<file path="config.mk">
export PLATFORM = sky130hd
export DESIGN_NAME = fcs_sequencer
export DESIGN_NICKNAME = d
export VERILOG_FILES = /design/src/hw/fcs_pkg.sv /design/src/hw/fcs_tick_div.sv /design/src/hw/fcs_pin_cycle.sv /design/src/hw/fcs_sequencer.sv
export SDC_FILE = /design/constraint.sdc
export NUM_CORES = 1
export LEC_CHECK = 0
export CAP_MARGIN = 20
export CORE_ASPECT_RATIO = 0.6
export CORE_MARGIN = 5
export CORE_UTILIZATION = 45
export CTS_BUF_LIST = sky130_fd_sc_hd__clkbuf_4
export DETAILED_ROUTE_END_ITERATION = 6
export DONT_BUFFER_PORTS = 1
export PLACE_DENSITY = 0.71
export RECOVER_POWER = 25
export SLEW_MARGIN = 40
export SYNTH_ARGS = -nofsm -noshare
export SYNTH_HDL_FRONTEND = slang
export SYNTH_HIERARCHICAL = 1
export SYNTH_SLANG_ARGS = --single-unit
</file>
<file path="constraint.sdc">
create_clock -name i_mclk -period 5 [get_ports i_mclk]
set_input_delay 0.75 -clock i_mclk [delete_from_list [all_inputs] [get_ports i_mclk]]
set_output_delay 0.75 -clock i_mclk [all_outputs]
set_load 0.02 [all_outputs]
</file>
<file path="src/hw/fcs_pkg.sv">
// constants, types and helpers for the flash command sequencer
// assumes a 100 MHz system clock and a x16 parallel flash behind the pins
`default_nettype none

package fcs_pkg;

	localparam int CLK_MHZ = 100;

	function automatic int fcs_ceil_div(input int num, input int den);
		return (num + den - 1) / den;
	endfunction : fcs_ceil_div

	// pin timing, times in ns, tick length in clock cycles, other counts in divider ticks
	localparam int T_TICK_NS = 20;
	localparam int TICK_CYCLES = fcs_ceil_div(T_TICK_NS * CLK_MHZ, 1000);
	localparam int T_SETUP_NS = 20;
	localparam int T_STROBE_WR_NS = 60;
	localparam int T_STROBE_RD_NS = 80;
	localparam int T_HOLD_NS = 20;
	localparam int SETUP_TICKS = fcs_ceil_div(T_SETUP_NS, T_TICK_NS);
	localparam int STROBE_WR_TICKS = fcs_ceil_div(T_STROBE_WR_NS, T_TICK_NS);
	localparam int STROBE_RD_TICKS = fcs_ceil_div(T_STROBE_RD_NS, T_TICK_NS);
	localparam int HOLD_TICKS = fcs_ceil_div(T_HOLD_NS, T_TICK_NS);

	localparam int ADDR_W = 21;
	localparam int DATA_W = 16;
	localparam int BUF_DEPTH = 16;
	localparam int BUF_IDX_W = 4;
	localparam int PADDR_W = 12;

	// device command codes
	localparam logic [7:0] CMD_READ_ARRAY = 8'hFF;
	localparam logic [7:0] CMD_READ_STATUS = 8'h70;
	localparam logic [7:0] CMD_BLOCK_ERASE = 8'h20;
	localparam logic [7:0] CMD_BANK_ERASE = 8'h30;
	localparam logic [7:0] CMD_WORD_WRITE = 8'h40;
	localparam logic [7:0] CMD_WORD_WRITE_ALT = 8'h10;
	localparam logic [7:0] CMD_BUF_WRITE = 8'hE8;
	localparam logic [7:0] CMD_LOCK_SETUP = 8'h60;
	localparam logic [7:0] CMD_LOCK_CONFIRM = 8'h01;
	localparam logic [7:0] CMD_CONFIRM = 8'hD0;

	// status and extended status fields
	localparam int STAT_READY_BIT = 7;
	localparam int STAT_ERASE_ERR_BIT = 5;
	localparam int STAT_WRITE_ERR_BIT = 4;
	localparam logic [7:0] EXT_AVAIL_MASK = 8'h80;

	// software register offsets and fields
	localparam logic [PADDR_W-1:0] REG_CTRL = 12'h000;
	localparam logic [PADDR_W-1:0] REG_ADDR = 12'h004;
	localparam logic [PADDR_W-1:0] REG_WDATA = 12'h008;
	localparam logic [PADDR_W-1:0] REG_COUNT = 12'h00C;
	localparam logic [PADDR_W-1:0] REG_STATUS = 12'h010;
	localparam logic [PADDR_W-1:0] REG_RDATA = 12'h014;
	localparam logic [5:0] REG_BUF_PAGE = 6'h01;
	localparam int CTRL_ALT_BIT = 3;
	localparam int CTRL_GO_BIT = 8;

	typedef enum logic [2:0] {
		OP_READ_ARRAY = 3'h0,
		OP_READ_STATUS = 3'h1,
		OP_CLEAR_STATUS = 3'h2,
		OP_BLOCK_ERASE = 3'h3,
		OP_BANK_ERASE = 3'h4,
		OP_WORD_WRITE = 3'h5,
		OP_BUF_WRITE = 3'h6,
		OP_LOCK_SET = 3'h7
	} fcs_op_e;

	typedef struct packed {
		logic write;
		logic [ADDR_W-1:0] addr;
		logic [DATA_W-1:0] data;
	} fcs_pin_req_s;

	function automatic fcs_pin_req_s fcs_word(input logic write, input logic [ADDR_W-1:0] addr,
			input logic [DATA_W-1:0] data);
		fcs_pin_req_s r;
		r.write = write;
		r.addr = addr;
		r.data = data;
		return r;
	endfunction : fcs_word

	function automatic logic [DATA_W-1:0] fcs_cmd(input logic [7:0] code);
		return {8'h00, code};
	endfunction : fcs_cmd

endpackage : fcs_pkg

`default_nettype wire

</file>
<file path="src/hw/fcs_tick_div.sv">
// divider giving a one-cycle tick that paces the flash pin cycles
// assumes a single clock domain
`default_nettype none

module fcs_tick_div
	import fcs_pkg::*;
(
	input wire logic i_mclk,
	input wire logic i_rst,
	output logic o_tick
);

	logic [7:0] cnt;
	logic [7:0] next_cnt;
	logic next_tick;

	always_comb begin
		next_tick = 1'b0;
		next_cnt = cnt + 8'h01;
		if (cnt == 8'(TICK_CYCLES - 1)) begin
			next_cnt = 8'h00;
			next_tick = 1'b1;
		end
	end

	always_ff @(posedge i_mclk or posedge i_rst) begin
		if (i_rst) begin
			cnt <= 8'h00;
			o_tick <= 1'b0;
		end else begin
			cnt <= next_cnt;
			o_tick <= next_tick;
		end
	end

endmodule : fcs_tick_div

`default_nettype wire

</file>
<file path="src/hw/fcs_pin_cycle.sv">
// one asynchronous flash bus cycle, read or write, on the device pins
// assumes a request only while idle and synchronous data inputs
`default_nettype none

module fcs_pin_cycle
	import fcs_pkg::*;
(
	input wire logic i_mclk,
	input wire logic i_rst,
	input wire logic i_tick,
	input wire logic i_req,
	input wire fcs_pin_req_s i_cmd,
	input wire logic [DATA_W-1:0] i_dq_in,
	output logic o_done,
	output logic [DATA_W-1:0] o_rdata,
	output logic [ADDR_W-1:0] o_addr,
	output logic [DATA_W-1:0] o_dq_out,
	output logic o_dq_oe,
	output logic o_ce_n,
	output logic o_we_n,
	output logic o_oe_n
);

	typedef enum logic [3:0] {
		PH_IDLE = 4'b0001,
		PH_SETUP = 4'b0010,
		PH_STROBE = 4'b0100,
		PH_HOLD = 4'b1000
	} fcs_phase_e;

	fcs_phase_e ph, next_ph;
	logic wr, next_wr;
	logic [3:0] cnt, next_cnt;
	logic next_done;
	logic [DATA_W-1:0] next_rdata;
	logic [ADDR_W-1:0] next_addr;
	logic [DATA_W-1:0] next_dq_out;
	logic next_dq_oe, next_ce_n, next_we_n, next_oe_n;

	always_comb begin
		next_ph = ph;
		next_wr = wr;
		next_cnt = cnt;
		next_done = 1'b0;
		next_rdata = o_rdata;
		next_addr = o_addr;
		next_dq_out = o_dq_out;
		next_dq_oe = o_dq_oe;
		next_ce_n = o_ce_n;
		next_we_n = o_we_n;
		next_oe_n = o_oe_n;
		case (ph)
			PH_IDLE: begin
				if (i_req) begin
					next_ph = PH_SETUP;
					next_wr = i_cmd.write;
					next_addr = i_cmd.addr;
					next_dq_out = i_cmd.data;
					next_dq_oe = i_cmd.write;
					next_ce_n = 1'b0;
					next_cnt = 4'(SETUP_TICKS);
				end
			end
			PH_SETUP: begin
				if (i_tick) begin
					next_cnt = cnt - 4'h1;
					if (cnt == 4'h1) begin
						next_ph = PH_STROBE;
						next_we_n = !wr;
						next_oe_n = wr;
						next_cnt = wr ? 4'(STROBE_WR_TICKS) : 4'(STROBE_RD_TICKS);
					end
				end
			end
			PH_STROBE: begin
				if (i_tick) begin
					next_cnt = cnt - 4'h1;
					if (cnt == 4'h1) begin
						next_ph = PH_HOLD;
						next_we_n = 1'b1;
						next_oe_n = 1'b1;
						next_cnt = 4'(HOLD_TICKS);
						if (!wr) begin
							next_rdata = i_dq_in;
						end
					end
				end
			end
			PH_HOLD: begin
				if (i_tick) begin
					next_cnt = cnt - 4'h1;
					if (cnt == 4'h1) begin
						next_ph = PH_IDLE;
						next_ce_n = 1'b1;
						next_dq_oe = 1'b0;
						next_done = 1'b1;
					end
				end
			end
			default: begin
				next_ph = PH_IDLE;
				next_ce_n = 1'b1;
				next_we_n = 1'b1;
				next_oe_n = 1'b1;
				next_dq_oe = 1'b0;
			end
		endcase
	end

	always_ff @(posedge i_mclk or posedge i_rst) begin
		if (i_rst) begin
			ph <= PH_IDLE;
			wr <= 1'b0;
			cnt <= 4'h0;
			o_done <= 1'b0;
			o_rdata <= 16'h0000;
			o_addr <= 21'h00_0000;
			o_dq_out <= 16'h0000;
			o_dq_oe <= 1'b0;
			o_ce_n <= 1'b1;
			o_we_n <= 1'b1;
			o_oe_n <= 1'b1;
		end else begin
			ph <= next_ph;
			wr <= next_wr;
			cnt <= next_cnt;
			o_done <= next_done;
			o_rdata <= next_rdata;
			o_addr <= next_addr;
			o_dq_out <= next_dq_out;
			o_dq_oe <= next_dq_oe;
			o_ce_n <= next_ce_n;
			o_we_n <= next_we_n;
			o_oe_n <= next_oe_n;
		end
	end

endmodule : fcs_pin_cycle

`default_nettype wire

</file>
<file path="src/hw/fcs_sequencer.sv">
// host-side command sequencer for a parallel flash, with an apb register file
// assumes apb3 master on i_mclk and the flash pins wired to the o_flash ports
//
// Our own choices: the register offsets and the APB slave port.
`default_nettype none

module fcs_sequencer
	import fcs_pkg::*;
#(
	parameter logic [7:0] P_CMD_CLEAR_STATUS = 8'h00
) (
	input wire logic i_mclk,
	input wire logic i_rst,
	input wire logic i_psel,
	input wire logic i_penable,
	input wire logic i_pwrite,
	input wire logic [PADDR_W-1:0] i_paddr,
	input wire logic [31:0] i_pwdata,
	output logic [31:0] o_prdata,
	output logic o_pready,
	output logic o_pslverr,
	output logic [ADDR_W-1:0] o_flash_addr,
	output logic [DATA_W-1:0] o_flash_dq_out,
	output logic o_flash_dq_oe,
	input wire logic [DATA_W-1:0] i_flash_dq_in,
	output logic o_flash_ce_n,
	output logic o_flash_we_n,
	output logic o_flash_oe_n,
	output logic o_busy
);

	typedef enum logic [12:0] {
		ST_IDLE = 13'b0_0000_0000_0001,
		ST_PRE_CMD = 13'b0_0000_0000_0010,
		ST_PRE_POLL = 13'b0_0000_0000_0100,
		ST_SETUP = 13'b0_0000_0000_1000,
		ST_SECOND = 13'b0_0000_0001_0000,
		ST_EXT_READ = 13'b0_0000_0010_0000,
		ST_COUNT_WR = 13'b0_0000_0100_0000,
		ST_DATA_WR = 13'b0_0000_1000_0000,
		ST_CONFIRM = 13'b0_0001_0000_0000,
		ST_POLL = 13'b0_0010_0000_0000,
		ST_CLEAR = 13'b0_0100_0000_0000,
		ST_ARRAY = 13'b0_1000_0000_0000,
		ST_ARRAY_READ = 13'b1_0000_0000_0000
	} fcs_state_e;

	logic tick;
	logic pin_req;
	fcs_pin_req_s pin_cmd;
	logic pin_done;
	logic [DATA_W-1:0] pin_rdata;

	fcs_tick_div u_div (
		.i_mclk(i_mclk),
		.i_rst(i_rst),
		.o_tick(tick)
	);

	fcs_pin_cycle u_pin (
		.i_mclk(i_mclk),
		.i_rst(i_rst),
		.i_tick(tick),
		.i_req(pin_req),
		.i_cmd(pin_cmd),
		.i_dq_in(i_flash_dq_in),
		.o_done(pin_done),
		.o_rdata(pin_rdata),
		.o_addr(o_flash_addr),
		.o_dq_out(o_flash_dq_out),
		.o_dq_oe(o_flash_dq_oe),
		.o_ce_n(o_flash_ce_n),
		.o_we_n(o_flash_we_n),
		.o_oe_n(o_flash_oe_n)
	);

	// apb register group
	logic [ADDR_W-1:0] addr, next_addr;
	logic [DATA_W-1:0] wdata, next_wdata;
	logic [BUF_IDX_W-1:0] count, next_count;
	logic [DATA_W-1:0] buf_mem [BUF_DEPTH];
	logic [31:0] next_prdata;
	logic next_pready, next_pslverr;
	logic wr_en, buf_hit, apb_go;

	// sequencer group
	fcs_state_e state, next_state;
	logic issued, next_issued;
	fcs_op_e op, next_op;
	logic alt, next_alt;
	logic [BUF_IDX_W-1:0] idx, next_idx;
	logic [7:0] last_stat, next_stat;
	logic [7:0] last_ext, next_ext;
	logic [DATA_W-1:0] rdata, next_rdata;
	logic done, next_done;
	logic auto_clr, next_auto_clr;
	logic next_busy;

	assign wr_en = i_psel && i_penable && o_pready && i_pwrite;
	assign buf_hit = (i_paddr[11:6] == REG_BUF_PAGE);
	assign apb_go = wr_en && (i_paddr == REG_CTRL) && i_pwdata[CTRL_GO_BIT];

	always_comb begin
		next_pready = i_psel && i_penable && !o_pready;
		next_prdata = 32'h0000_0000;
		next_pslverr = 1'b0;
		next_addr = addr;
		next_wdata = wdata;
		next_count = count;
		if (i_psel && i_penable && !o_pready) begin
			if (buf_hit) begin
				next_prdata = {16'h0000, buf_mem[i_paddr[5:2]]};
			end else begin
				case (i_paddr)
					REG_CTRL: next_prdata = {28'h000_0000, alt, op};
					REG_ADDR: next_prdata = {11'h000, addr};
					REG_WDATA: next_prdata = {16'h0000, wdata};
					REG_COUNT: next_prdata = {28'h000_0000, count};
					REG_STATUS: next_prdata = {last_ext, 7'h00, auto_clr, last_stat, 6'h00, done, o_busy};
					REG_RDATA: next_prdata = {16'h0000, rdata};
					default: next_pslverr = 1'b1;
				endcase
			end
		end
		if (wr_en && !o_busy) begin
			case (i_paddr)
				REG_ADDR: next_addr = i_pwdata[ADDR_W-1:0];
				REG_WDATA: next_wdata = i_pwdata[DATA_W-1:0];
				REG_COUNT: next_count = i_pwdata[BUF_IDX_W-1:0];
				default: next_count = count;
			endcase
		end
	end

	always_ff @(posedge i_mclk or posedge i_rst) begin
		if (i_rst) begin
			o_pready <= 1'b0;
			o_prdata <= 32'h0000_0000;
			o_pslverr <= 1'b0;
			addr <= 21'h00_0000;
			wdata <= 16'h0000;
			count <= 4'h0;
		end else begin
			o_pready <= next_pready;
			o_prdata <= next_prdata;
			o_pslverr <= next_pslverr;
			addr <= next_addr;
			wdata <= next_wdata;
			count <= next_count;
		end
	end

	// write buffer, loaded by software before a buffered write
	always_ff @(posedge i_mclk) begin
		if (wr_en && buf_hit && !o_busy) begin
			buf_mem[i_paddr[5:2]] <= i_pwdata[DATA_W-1:0];
		end
	end

	always_comb begin
		next_state = state;
		next_issued = issued;
		next_op = op;
		next_alt = alt;
		next_idx = idx;
		next_stat = last_stat;
		next_ext = last_ext;
		next_rdata = rdata;
		next_done = done;
		next_auto_clr = auto_clr;
		next_busy = o_busy;
		pin_req = 1'b0;
		pin_cmd = fcs_word(1'b0, addr, 16'h0000);
		// word placed on the pins in each state
		case (state)
			ST_PRE_CMD: pin_cmd = fcs_word(1'b1, addr, fcs_cmd(CMD_READ_STATUS));
			ST_SETUP: begin
				case (op)
					OP_BLOCK_ERASE: pin_cmd = fcs_word(1'b1, addr, fcs_cmd(CMD_BLOCK_ERASE));
					OP_BANK_ERASE: pin_cmd = fcs_word(1'b1, addr, fcs_cmd(CMD_BANK_ERASE));
					OP_WORD_WRITE: pin_cmd = fcs_word(1'b1, addr,
						fcs_cmd(alt ? CMD_WORD_WRITE_ALT : CMD_WORD_WRITE));
					OP_BUF_WRITE: pin_cmd = fcs_word(1'b1, addr, fcs_cmd(CMD_BUF_WRITE));
					default: pin_cmd = fcs_word(1'b1, addr, fcs_cmd(CMD_LOCK_SETUP));
				endcase
			end
			ST_SECOND: begin
				case (op)
					OP_WORD_WRITE: pin_cmd = fcs_word(1'b1, addr, wdata);
					OP_LOCK_SET: pin_cmd = fcs_word(1'b1, addr, fcs_cmd(CMD_LOCK_CONFIRM));
					default: pin_cmd = fcs_word(1'b1, addr, fcs_cmd(CMD_CONFIRM));
				endcase
			end
			ST_COUNT_WR: pin_cmd = fcs_word(1'b1, addr, {12'h000, count});
			ST_DATA_WR: pin_cmd = fcs_word(1'b1, addr + {17'h0_0000, idx}, buf_mem[idx]);
			ST_CONFIRM: pin_cmd = fcs_word(1'b1, addr, fcs_cmd(CMD_CONFIRM));
			ST_CLEAR: pin_cmd = fcs_word(1'b1, addr, fcs_cmd(P_CMD_CLEAR_STATUS));
			ST_ARRAY: pin_cmd = fcs_word(1'b1, addr, fcs_cmd(CMD_READ_ARRAY));
			default: pin_cmd = fcs_word(1'b0, addr, 16'h0000);
		endcase
		if (state != ST_IDLE) begin
			pin_req = !issued;
			next_issued = 1'b1;
			if (pin_done) begin
				next_issued = 1'b0;
			end
		end
		case (state)
			ST_IDLE: begin
				if (apb_go) begin
					next_op = fcs_op_e'(i_pwdata[2:0]);
					next_alt = i_pwdata[CTRL_ALT_BIT];
					next_done = 1'b0;
					next_auto_clr = 1'b0;
					next_busy = 1'b1;
					next_state = ST_PRE_CMD;
				end
			end
			ST_PRE_CMD: begin
				if (pin_done) begin
					next_state = ST_PRE_POLL;
				end
			end
			ST_PRE_POLL: begin
				if (pin_done) begin
					next_stat = pin_rdata[7:0];
					if (pin_rdata[STAT_READY_BIT]) begin
						case (op)
							OP_READ_ARRAY: next_state = ST_ARRAY;
							OP_READ_STATUS: begin
								next_busy = 1'b0;
								next_done = 1'b1;
								next_state = ST_IDLE;
							end
							OP_CLEAR_STATUS: next_state = ST_CLEAR;
							default: next_state = ST_SETUP;
						endcase
					end
				end
			end
			ST_SETUP: begin
				if (pin_done) begin
					next_state = (op == OP_BUF_WRITE) ? ST_EXT_READ : ST_SECOND;
				end
			end
			ST_SECOND: begin
				if (pin_done) begin
					next_state = ST_POLL;
				end
			end
			ST_EXT_READ: begin
				if (pin_done) begin
					next_ext = pin_rdata[7:0] & EXT_AVAIL_MASK;
					if ((pin_rdata[7:0] & EXT_AVAIL_MASK) != 8'h00) begin
						next_state = ST_COUNT_WR;
					end else begin
						next_state = ST_SETUP;
					end
				end
			end
			ST_COUNT_WR: begin
				if (pin_done) begin
					next_idx = 4'h0;
					next_state = ST_DATA_WR;
				end
			end
			ST_DATA_WR: begin
				if (pin_done) begin
					next_idx = idx + 4'h1;
					if (idx == count) begin
						next_state = ST_CONFIRM;
					end
				end
			end
			ST_CONFIRM: begin
				if (pin_done) begin
					next_state = ST_POLL;
				end
			end
			ST_POLL: begin
				if (pin_done) begin
					next_stat = pin_rdata[7:0];
					if (pin_rdata[STAT_READY_BIT]) begin
						next_state = ST_ARRAY;
						if (op == OP_BUF_WRITE && pin_rdata[STAT_ERASE_ERR_BIT]
								&& pin_rdata[STAT_WRITE_ERR_BIT]) begin
							next_auto_clr = 1'b1;
							next_state = ST_CLEAR;
						end
					end
				end
			end
			ST_CLEAR: begin
				if (pin_done) begin
					next_state = ST_ARRAY;
				end
			end
			ST_ARRAY: begin
				if (pin_done) begin
					if (op == OP_READ_ARRAY) begin
						next_state = ST_ARRAY_READ;
					end else begin
						next_busy = 1'b0;
						next_done = 1'b1;
						next_state = ST_IDLE;
					end
				end
			end
			ST_ARRAY_READ: begin
				if (pin_done) begin
					next_rdata = pin_rdata;
					next_busy = 1'b0;
					next_done = 1'b1;
					next_state = ST_IDLE;
				end
			end
			default: begin
				next_busy = 1'b0;
				next_issued = 1'b0;
				next_state = ST_IDLE;
			end
		endcase
	end

	always_ff @(posedge i_mclk or posedge i_rst) begin
		if (i_rst) begin
			state <= ST_IDLE;
			issued <= 1'b0;
			op <= OP_READ_ARRAY;
			alt <= 1'b0;
			idx <= 4'h0;
			last_stat <= 8'h00;
			last_ext <= 8'h00;
			rdata <= 16'h0000;
			done <= 1'b0;
			auto_clr <= 1'b0;
			o_busy <= 1'b0;
		end else begin
			state <= next_state;
			issued <= next_issued;
			op <= next_op;
			alt <= next_alt;
			idx <= next_idx;
			last_stat <= next_stat;
			last_ext <= next_ext;
			rdata <= next_rdata;
			done <= next_done;
			auto_clr <= next_auto_clr;
			o_busy <= next_busy;
		end
	end

endmodule : fcs_sequencer

`default_nettype wire

</file>
## After elaboration in Yosys (flattened, before gate mapping)

Memory sizes are Yosys's and may differ from the RTL's.
Cells that the tools add are included.
W data, S select, Z words.

- Flip-flop bits (word level): 201
- RAM bits: 256
- Input port bits: 65
- Output and inout port bits: 76
- Word-level logic and storage cells: 240
- Memories kept: 1

Memories:

| name | words | width | read ports | clocked after Yosys merged registers in | wr ports | RTL line | text |
|---|---|---|---|---|---|---|---|
| buf_mem | 16 | 16 | 2 | 0 | 1 | fcs_sequencer.sv:81 | `logic [DATA_W-1:0] buf_mem [BUF_DEPTH];` |

- $add $sub $neg: 4
- Eq/ne operators: 60
- Muxes and demuxes: 95
- Bitwise operators: 4
- Reductions and logical operators: 46

Operator list:

| kind | number |
|---|---|
| $pmux W38 S8 | 1 |
| $mux W13 | 16 |
| $pmux W32 S6 | 1 |
| $pmux W13 S12 | 1 |
| $mux W32 | 2 |
| $mux W4 | 15 |
| $mux W1 | 40 |
| $pmux W12 S3 | 1 |
| $ne A2 B1 Y1 const B | 17 |
| $pmux W16 S2 | 1 |
| $pmux W4 S4 | 2 |
| $pmux W8 S4 | 1 |
| $eq A12 B4 Y1 const B | 2 |
| $eq A12 B5 Y1 const B | 2 |
| $add A21 B4 Y21 | 1 |
| $ne A2 B2 Y1 const B | 9 |
| $reduce_and A2 Y1 | 8 |
| $reduce_and A8 Y1 | 2 |
| $reduce_and A15 Y1 | 1 |
| $reduce_and A5 Y1 | 3 |
| $mux W7 | 2 |
| $eq A13 B1 Y1 const B | 1 |
| $eq A13 B10 Y1 const B | 1 |
| $eq A13 B11 Y1 const B | 1 |
| 48 further kinds | 78 |

## Longest topological paths before layout

Gate-level depths: netlist of run 1.

- Depth after elaboration: 7
- Gate-level depth with buffers: 12
- Gate-level depth less buffers: 11

## Cells and area by module

Netlist of run 1, hierarchy kept.

By module, submodules not included:

| module | instances | cells an instance | area an instance (µm²) | sequential area each (µm²) |
|---|---|---|---|---|
| fcs_sequencer | 1 | 1,103 | 18,012.3 | 10,566.4 |
| fcs_pin_cycle | 1 | 284 | 2,921.6 | 1,681.6 |
| fcs_tick_div | 1 | 31 | 395.4 | 225.2 |

## Worst setup path after synthesis of run 1

OpenSTA, ideal clock, no wires.

- Path type: input -> register
- From: input i_paddr[7]
- To: memory buf_mem[15][0] (enable)
- Library setup time: 0.388 ns
- Data arrival time: 2.920 ns
- Data required time: 4.612 ns
- Slack: 1.692 ns
- Cell stages on the path: 7
- Buffers on the path: 2
- Path through: or4_4 -> nor2_1 -> and2_1 -> clkbuf_1 -> clkbuf_1 -> nand4_1 -> nor2_1

- Cells in the longest elaborated chain, start to end: 5

Ends and longest elaborated chain:

| item | RTL line | text |
|---|---|---|
| from (decl) | fcs_sequencer.sv:17 | `input wire logic [PADDR_W-1:0] i_paddr,` |
| $eq A6 B1 Y1 | fcs_sequencer.sv:100 | `assign buf_hit = (i_paddr[11:6] == REG_BUF_PAGE);` |
| $logic_and A1 B1 Y1 (2 in series) | fcs_sequencer.sv:155 | `if (wr_en && buf_hit && !o_busy) begin` |
| $mux W1 | fcs_sequencer.sv:155 |  |
| $mux W1 (not written as such) | fcs_sequencer.sv:156 | `buf_mem[i_paddr[5:2]] <= i_pwdata[DATA_W-1:0];` |
| to (decl) | fcs_sequencer.sv:81 |  |

Every way passes these cells.

## Worst setup path after layout of run 1

- From: register o_pready
- To: memory buf_mem[6][13] (enable)

- Cells in the longest elaborated chain, start to end: 6

Ends and longest elaborated chain:

| item | RTL line | text |
|---|---|---|
| from (decl) | fcs_sequencer.sv:20 | `output logic o_pready,` |
| from (signal assigned) | fcs_sequencer.sv:144 | `o_pready <= next_pready;` |
| $logic_and A1 B1 Y1 (2 in series) | fcs_sequencer.sv:99 | `assign wr_en = i_psel && i_penable && o_pready && i_pwrite;` |
| $logic_and A1 B1 Y1 (2 in series) | fcs_sequencer.sv:155 |  |
| $mux W1 | fcs_sequencer.sv:155 |  |
| $mux W1 (not written as such) | fcs_sequencer.sv:156 |  |

Every way passes these cells.

==> impl_metrics.csv, run 1 <==
group,metric,value,unit
outcome,status,"finished with violations",
outcome,violations,"DRC, capacitance limit, slew limit",
worst_setup_path,ff2ff_path_depth,5,
detailed_routing,wl_per_cell,27.8,um
sta,fmax,318,MHz
synthesis,postSynthCellCount,1418,
worst_setup_path,slowest_stage,"nor2_2",
power_and_ir_drop,clockPowerShare,41.9,%
worst_setup_path,ff2ff_setup_slack,1.85,ns
power_and_ir_drop,pwr-share-comb,2.9,%
worst_setup_path,cp_max_fo,9,
worst_setup_path,crit_family,"simple AND/OR/NAND/NOR gates",
worst_setup_path,critPathMaxStageDelay,0.73,ns
job,maxCapViolCount,1,
sta,tightest_slew,1.57,ns
sta,fin_tns_setup,0,ns
clock_tree,clockRootBuffer,"clkbuf_4",
power_and_ir_drop,power.density,302,nW/um^2
clock_tree,cts_made_buffers,103,
worst_setup_path,endpoint_kind,"flop",
synthesis,yosys.area.top_type,"edfxtp_1",
clock_tree,cts_setup_buffers,0,
detailed_routing,drc,7,
sta,setup_viol,0,
worst_setup_path,crit_type,"flop to flop",
cells_and_area,fillers,3939,
detailed_routing,vias,13700,
global_routing,grt_pass1_vias,13600,
floorplanning,die_w,291,um
floorplanning,boundaryPins,141,
floorplanning,rows,61,
synthesis,ys_types,81,
worst_setup_path,crit_required,5.49,ns
sta,fin_crit,3.15,ns
synthesis,yosysSeqAreaShare,58.5,%
detailed_routing,vias_per_cell,6.23,
power_and_ir_drop,p_sw_share,22.9,%
detailed_routing,totalWireLength,61.5,mm
synthesis,synth_top_cell_area_share,36.0,%
synthesis,synthFlopType,"edfxtp_1",
synthesis,synth_area,21300,um^2
floorplanning,start_util,45.8,%
synthesis,synth.avg_cell_area,15.0,um^2
global_routing,antenna_found_initial,2,
power_and_ir_drop,p_int,5.49,mW
synthesis,yosysWarnings,6,
cells_and_area,final_nets,1560,
clock_tree,cts_tree,"done",
worst_setup_path,cp_cell_sequence,"and4_1 > nor2b_1 > nand4b_1 > nor2_2 > buf_4",
clock_tree,hold_buffers,23,
worst_setup_path,critPathLaunchType,"flop",
sta,finClkSkew,0.0319,ns
clock_tree,cts.sinks,447,
detailed_routing,drt_pass1_iterations,7,
cells_and_area,syn2layout_area_growth,10.5,%
sta,rsz0062_at_grt,"false",
clock_tree,clk_pin_slew,0.07,ns
synthesis,synth-edff-count,256,
cells_and_area,post_route_cells_drive_above_1_share,32.2,%
placed_design,port_buffers,0,
sta,slew-limit-headroom,-5.36,%
sta,post-route-period-util,62.9,%
clock_tree,cts_buffer_depth,3,
power_and_ir_drop,leakage,8.99,nW
worst_setup_path,cp_num_buf_inv,1,
worst_hold_path,hp-class,"input port to flop",
synthesis,synthTopCellsByArea,"edfxtp_1 (36%), dfrtp_1 (22%), mux4_2 (17%)",
cells_and_area,utilization,50.6,%
placed_design,dpl.hpwl,40.9,mm
synthesis,ys_ff_latch,447,
clock_tree,cts_resized,0,
floorplanning,die_area,52000,um^2
synthesis,async_flop_share,42.7,%
synthesis,yosysMostFrequentCell,"edfxtp_1",
global_routing,grt_pass1_wl,89.9,mm
sta,hold_viol,0,
worst_setup_path,crit_arrival,3.63,ns
synthesis,synthTopCellsByCount,"edfxtp_1 (256), dfrtp_1 (186), nand2_1 (183)",
worst_hold_path,min_delay_path_depth,0,
floorplanning,die_y,179,um
worst_setup_path,path_depth,5,
placed_design,routabilityCongestion,0.942,
global_routing,gr-total-overflow,0,
sta,drv_slew,34,
clock_tree,clkLatencyLatePin,0.83,ns
power_and_ir_drop,power_frac_seq,55.2,%
detailed_routing,ant_nets,0,
clock_tree,htreeDepth,3,
global_routing,grt_use_total,23.4,%
detailed_routing,drtIter0Drc,1491,
power_and_ir_drop,p_switching,1.63,mW
floorplanning,fp.coreArea,46600,um^2
global_routing,grt_start_max_net_pins,81,
power_and_ir_drop,ir_drop,0.000176,V
worst paths after layout:
| path | from | to |
|---|---|---|
| max | o_pready | buf_mem[6][13] |
| min | i_pwdata[6] | buf_mem[1][6] |
| max reg2reg | o_pready | buf_mem[6][13] |
| min reg2reg | last_ext[7] | last_ext[7] |
| max in group asynchronous | i_rst | idx[0] |
| min in group asynchronous | i_rst | u_div/cnt[3] |
layout by cell type, fill, tap and decap left out, types with 6 or more instances in the layout:
cell type        n
dfrtp_1        182
o21ai_0         21
nand4_1         10
mux4_2         160
nor2b_1         11
nor4b_1          8
xor2_1          13
nand2b_1         7
clkbuf_4       162
mux2_1          13
a21oi_1         22
and2_1           8
nand2_1        181
mux2_2          61
xnor2_1         15
buf_4           27
nand3_1         30
edfxtp_1       256
nor2_1          37
inv_1           20
clkinv_1        23
a22o_1          10
a21o_1           7
a31oi_1         13
conb_1          10
mux2_4          20
and3_1          11
ha_1             9
nor4_1          11
dlygate4sd3_1   23
or2_2            6
a22oi_1         17
nor2_2          18
mux2i_1         11
nor3_1          23
o22ai_1          8
per-stage QoR:
stage / cells / area (um^2) / worst slack (ns) / hold WS [ns] / power (mW)
6_report: 2208 / 23600 / 1.85 / 0.0480 / 7.11
5_1_grt: 2205 / 23600 / 1.74 / 0.00102 / 7.36
4_1_cts: 2204 / 23600 / 1.80 / 0.000221 / 7.15
3_5_place_dp: 1987 / 22000 / 1.60 / 0.466 / 4.17
3_3_place_gp: 1986 / 21900 / 1.64 / 0.460 / 4.17
2_1_floorplan: 1427 / 21400 / 1.21 / 0.442 / 4.17
kinds of logic after synthesis:
| kind of cell | share of synthesized area, % |
|---|---|
| muxes | 22.7 |
| buffers and inverters | 2.73 |
| other | 0.0176 |
| adders and majority gates | 0.622 |
| AOI/OAI and AO/OA | 4.56 |
| DFF | 58.5 |
| xor gates and xnor gates | 1.15 |
| and+or+nand+nor | 9.71 |
worst reg2reg max path: stages, from the launching register on:
cell      delay, ns
dfrtp_1        0.48
and4_1         0.32
nor2b_1        0.51
nand4b_1       0.39
nor2_2         0.73
buf_4          0.38
sequential cells by signal, indices dropped and copies added (netlist names), 16 cells and up:
signal,flops
o_prdata,22
rdata,16
u_pin/o_addr,21
buf_mem,256
addr,21
wdata,16
u_pin/o_dq_out,16
u_pin/o_rdata,16
power groups by stage:
| stage | registers [mW] | clock network, mW | logic, mW |
|---|---|---|---|
| final | 3.93 | 2.98 | 0.209 |
| after global routing | 3.93 | 3.21 | 0.224 |
| after CTS | 3.93 | 3.01 | 0.210 |
| after detailed placement | 4.00 | 0 | 0.165 |
| after global placement | 4.00 | 0 | 0.161 |
| after floorplan | 4.00 | 0 | 0.166 |
cell type report:
cell class / instances / area [um^2] / area share [%]
inverters: 22 / 85.1 / 0.361
flip-flops and latches: 447 / 12500 / 53.0
clock inverters: 32 / 134 / 0.568
multi-input cells: 858 / 8380 / 35.6
repair buffers: 53 / 475 / 2.02
diodes: 4 / 10.0 / 0.0425
well taps: 630 / 788 / 3.34
clock buffers: 162 / 1220 / 5.16
layer usage:
metal	GRT usage [%]	up-vias	share of wire, %
li1	-	5720	-
met1	33.4	7096	41
met2	33.0	844	43
met3	10.6	87	14
met4	5.62	0	1.8
met5	0	-	0
Power figures use the tool's default switching activity.
==> run 2: changes to the inputs <==
==> constraint.sdc (replaced) <==
create_clock -name i_mclk -period 2.92 [get_ports i_mclk]
set_input_delay 0.438 -clock i_mclk [delete_from_list [all_inputs] [get_ports i_mclk]]
set_output_delay 0.438 -clock i_mclk [all_outputs]
set_load 0.02 [all_outputs]
==> run 2 against run 1 <==
The flow finishes with violations (capacitance limit, slew limit). Largest cell class unchanged. Sequential share of layout area is 1.3 points lower. Wire length is 1.0% higher. Die area stayed put. Design area is 2.6% higher. Worst hold slack better by 0.042 ns. Largest power group unchanged.
==> impl_metrics.csv, run 2 (same netlist as run 1, synthesis figures left out) <==
group,metric,value,unit
worst_setup_path,ff2ff_path_depth,9,
worst_setup_path,crit_start,"state[3]",
detailed_routing,drt_pass1_iterations,5,
worst_setup_path,regToRegStartpoint,"state[3]",
detailed_routing,drtIter0Drc,1977,
sta,slew-limit-headroom,-19.4,%
detailed_routing,wl_met3,9.02,mm
global_routing,gr-total-overflow,0,
cells_and_area,diodes,0,
sta,setup_viol,0,
detailed_routing,vias,14000,
cells_and_area,post_route_cells_drive_above_1_share,33.4,%
cells_and_area,final_nets,1628,
global_routing,grt_start_max_net_pins,80,
clock_tree,cts_tree,"done",
clock_tree,cts_made_buffers,97,
worst_setup_path,slowest_stage,"dfrtp_1",
global_routing,grt_use_total,23.8,%
sta,hold_viol,0,
detailed_routing,drc,0,
floorplanning,boundaryPins,141,
cells_and_area,final_common_cell,"edfxtp_1",
worst_setup_path,critPathMaxStageDelay,0.50,ns
placed_design,routabilityCongestion,0.978,
clock_tree,cts_buffer_depth,3,
floorplanning,fp.coreArea,46600,um^2
worst_setup_path,crit_family,"simple AND/OR/NAND/NOR gates",
cells_and_area,syn2layout_area_growth,13.4,%
sta,rsz0062_at_grt,"false",
floorplanning,die_w,291,um
sta,tightest_slew,1.79,ns
cells_and_area,final_cells,2262,
worst_hold_path,hp-class,"input port to flop",
cells_and_area,final_cell_mix,"edfxtp_1 (256), dfrtp_1 (183), nand2_1 (182)",
sta,fin_crit,2.74,ns
clock_tree,htreeDepth,3,
sta,holdWs,0.0897,ns
clock_tree,cts.sinks,447,
worst_setup_path,cp_cell_sequence,"nor4_4 > and3_1 > buf_4 > nand4b_1 > nor3_2 > buf_4 > a22o_1 > nand2_1 > nand2_1",
outcome,violations,"capacitance limit, slew limit",
worst_setup_path,cp_max_fo,11,
power_and_ir_drop,power.density,500,nW/um^2
worst_setup_path,crit_type,"flop to flop",
floorplanning,die_area,52000,um^2
sta,fmax,365,MHz
worst_setup_path,critPathLaunchType,"flop",
detailed_routing,drt-met1-wl,25.7,mm
placed_design,dpl.hpwl,42.2,mm
power_and_ir_drop,total_power,12.1,mW
detailed_routing,ant_nets,0,
global_routing,antenna_found_initial,3,
sta,post-route-period-util,93.9,%
floorplanning,die_y,179,um
cells_and_area,largest_reg_flops,256,
clock_tree,clk_pin_slew,0.07,ns
worst_setup_path,crit_required,3.64,ns
worst_setup_path,ff2ff_setup_slack,0.18,ns
global_routing,grt_pass1_vias,14200,
worst_setup_path,endpoint_kind,"flop",
detailed_routing,highest_layer,"met5",
power_and_ir_drop,ir_drop,0.000377,V
clock_tree,clkLatencyLatePin,0.81,ns
cells_and_area,utilization,51.9,%
worst_setup_path,cp_num_buf_inv,2,
detailed_routing,met2_wirelength,26.3,mm
clock_tree,cts_setup_buffers,0,
sta,finClkSkew,0.0557,ns
worst_setup_path,r2r-end,"u_pin/o_dq_out[9]",
outcome,status,"finished with violations",
worst_setup_path,crit_arrival,3.46,ns
worst_setup_path,path_depth,9,
worst_setup_path,worstSetupEndpoint,"u_pin/o_dq_out[9]",
clock_tree,clockRootBuffer,"clkbuf_4",
placed_design,post-place-cells,2038,
detailed_routing,vias_per_cell,6.18,
detailed_routing,totalWireLength,62.1,mm
job,maxCapViolCount,1,
floorplanning,rows,61,
power_and_ir_drop,leakage,9.31,nW
sta,drv_slew,66,
global_routing,grt_pass1_wl,92.2,mm
detailed_routing,wl_per_cell,27.4,um
cells_and_area,fillers,3843,
placed_design,port_buffers,0,
floorplanning,start_util,45.8,%
## run 2: per-stage QoR
step / cell area (um^2) / setup TNS [ns] / setup WS [ns]
after floorplan: 21400 / -12.61 / -0.0763
after global routing: 24200 / 0 / 0.0974
final: 24200 / 0 / 0.179
after detailed placement: 22500 / 0 / 0.182
after global placement: 22500 / 0 / 0.273
after CTS: 24200 / 0 / 0.190
## run 2: cell type report
type,instances,area [um^2],share of cell area [%]
Timing Repair Buffer,127,1190,4.92
Inverter,22,87.6,0.362
Clock inverter,19,83.8,0.347
Clock buffer,159,1190,4.94
Sequential cell,447,12500,51.6
Multi-Input combinational cell,858,8360,34.6
Tap cell,630,788,3.26
## run 2: how the worst min path moves through the flow
stage / slack [ns] / endpoint / startpoint / cells after the start
detailed placement: 0.32 / u_div/o_tick / i_rst / 1
CTS: 0.006 / o_prdata[13] / i_paddr[4] / 3
finish: 0.09 / o_prdata[12] / i_paddr[4] / 3
global placement: 0.31 / u_div/o_tick / i_rst / 1
floorplan: 0.27 / u_div/cnt[0] / i_rst / 1
global route: 0.04 / o_prdata[4] / i_paddr[5] / 3
## run 2: where the power goes
part / switching (mW) / internal, mW
Combinational: 0.220 / 0.183
Sequential: 0.0222 / 6.70
Clock: 2.51 / 2.46
Total: 2.75 / 9.34
## run 2: repair_timing
action | 4_1_cts | 5_1_grt
gates resized for setup | 0 | 1
hold endpoints to repair | 513 | 1
endpoints found under the setup margin | 0 | 1
hold buffers | 45 | 1
## run 2: metal layers
layer	global-route usage, %	up-vias
met1	34.5	7140
met2	33.6	891
met3	10.3	91
met5	0	-
met4	5.27	4
li1	-	5850
## run 2: worst min-delay path, stage by stage
cell     delay [ns]
mux4_2         0.20
nand2_1        0.06
a31oi_1        0.13
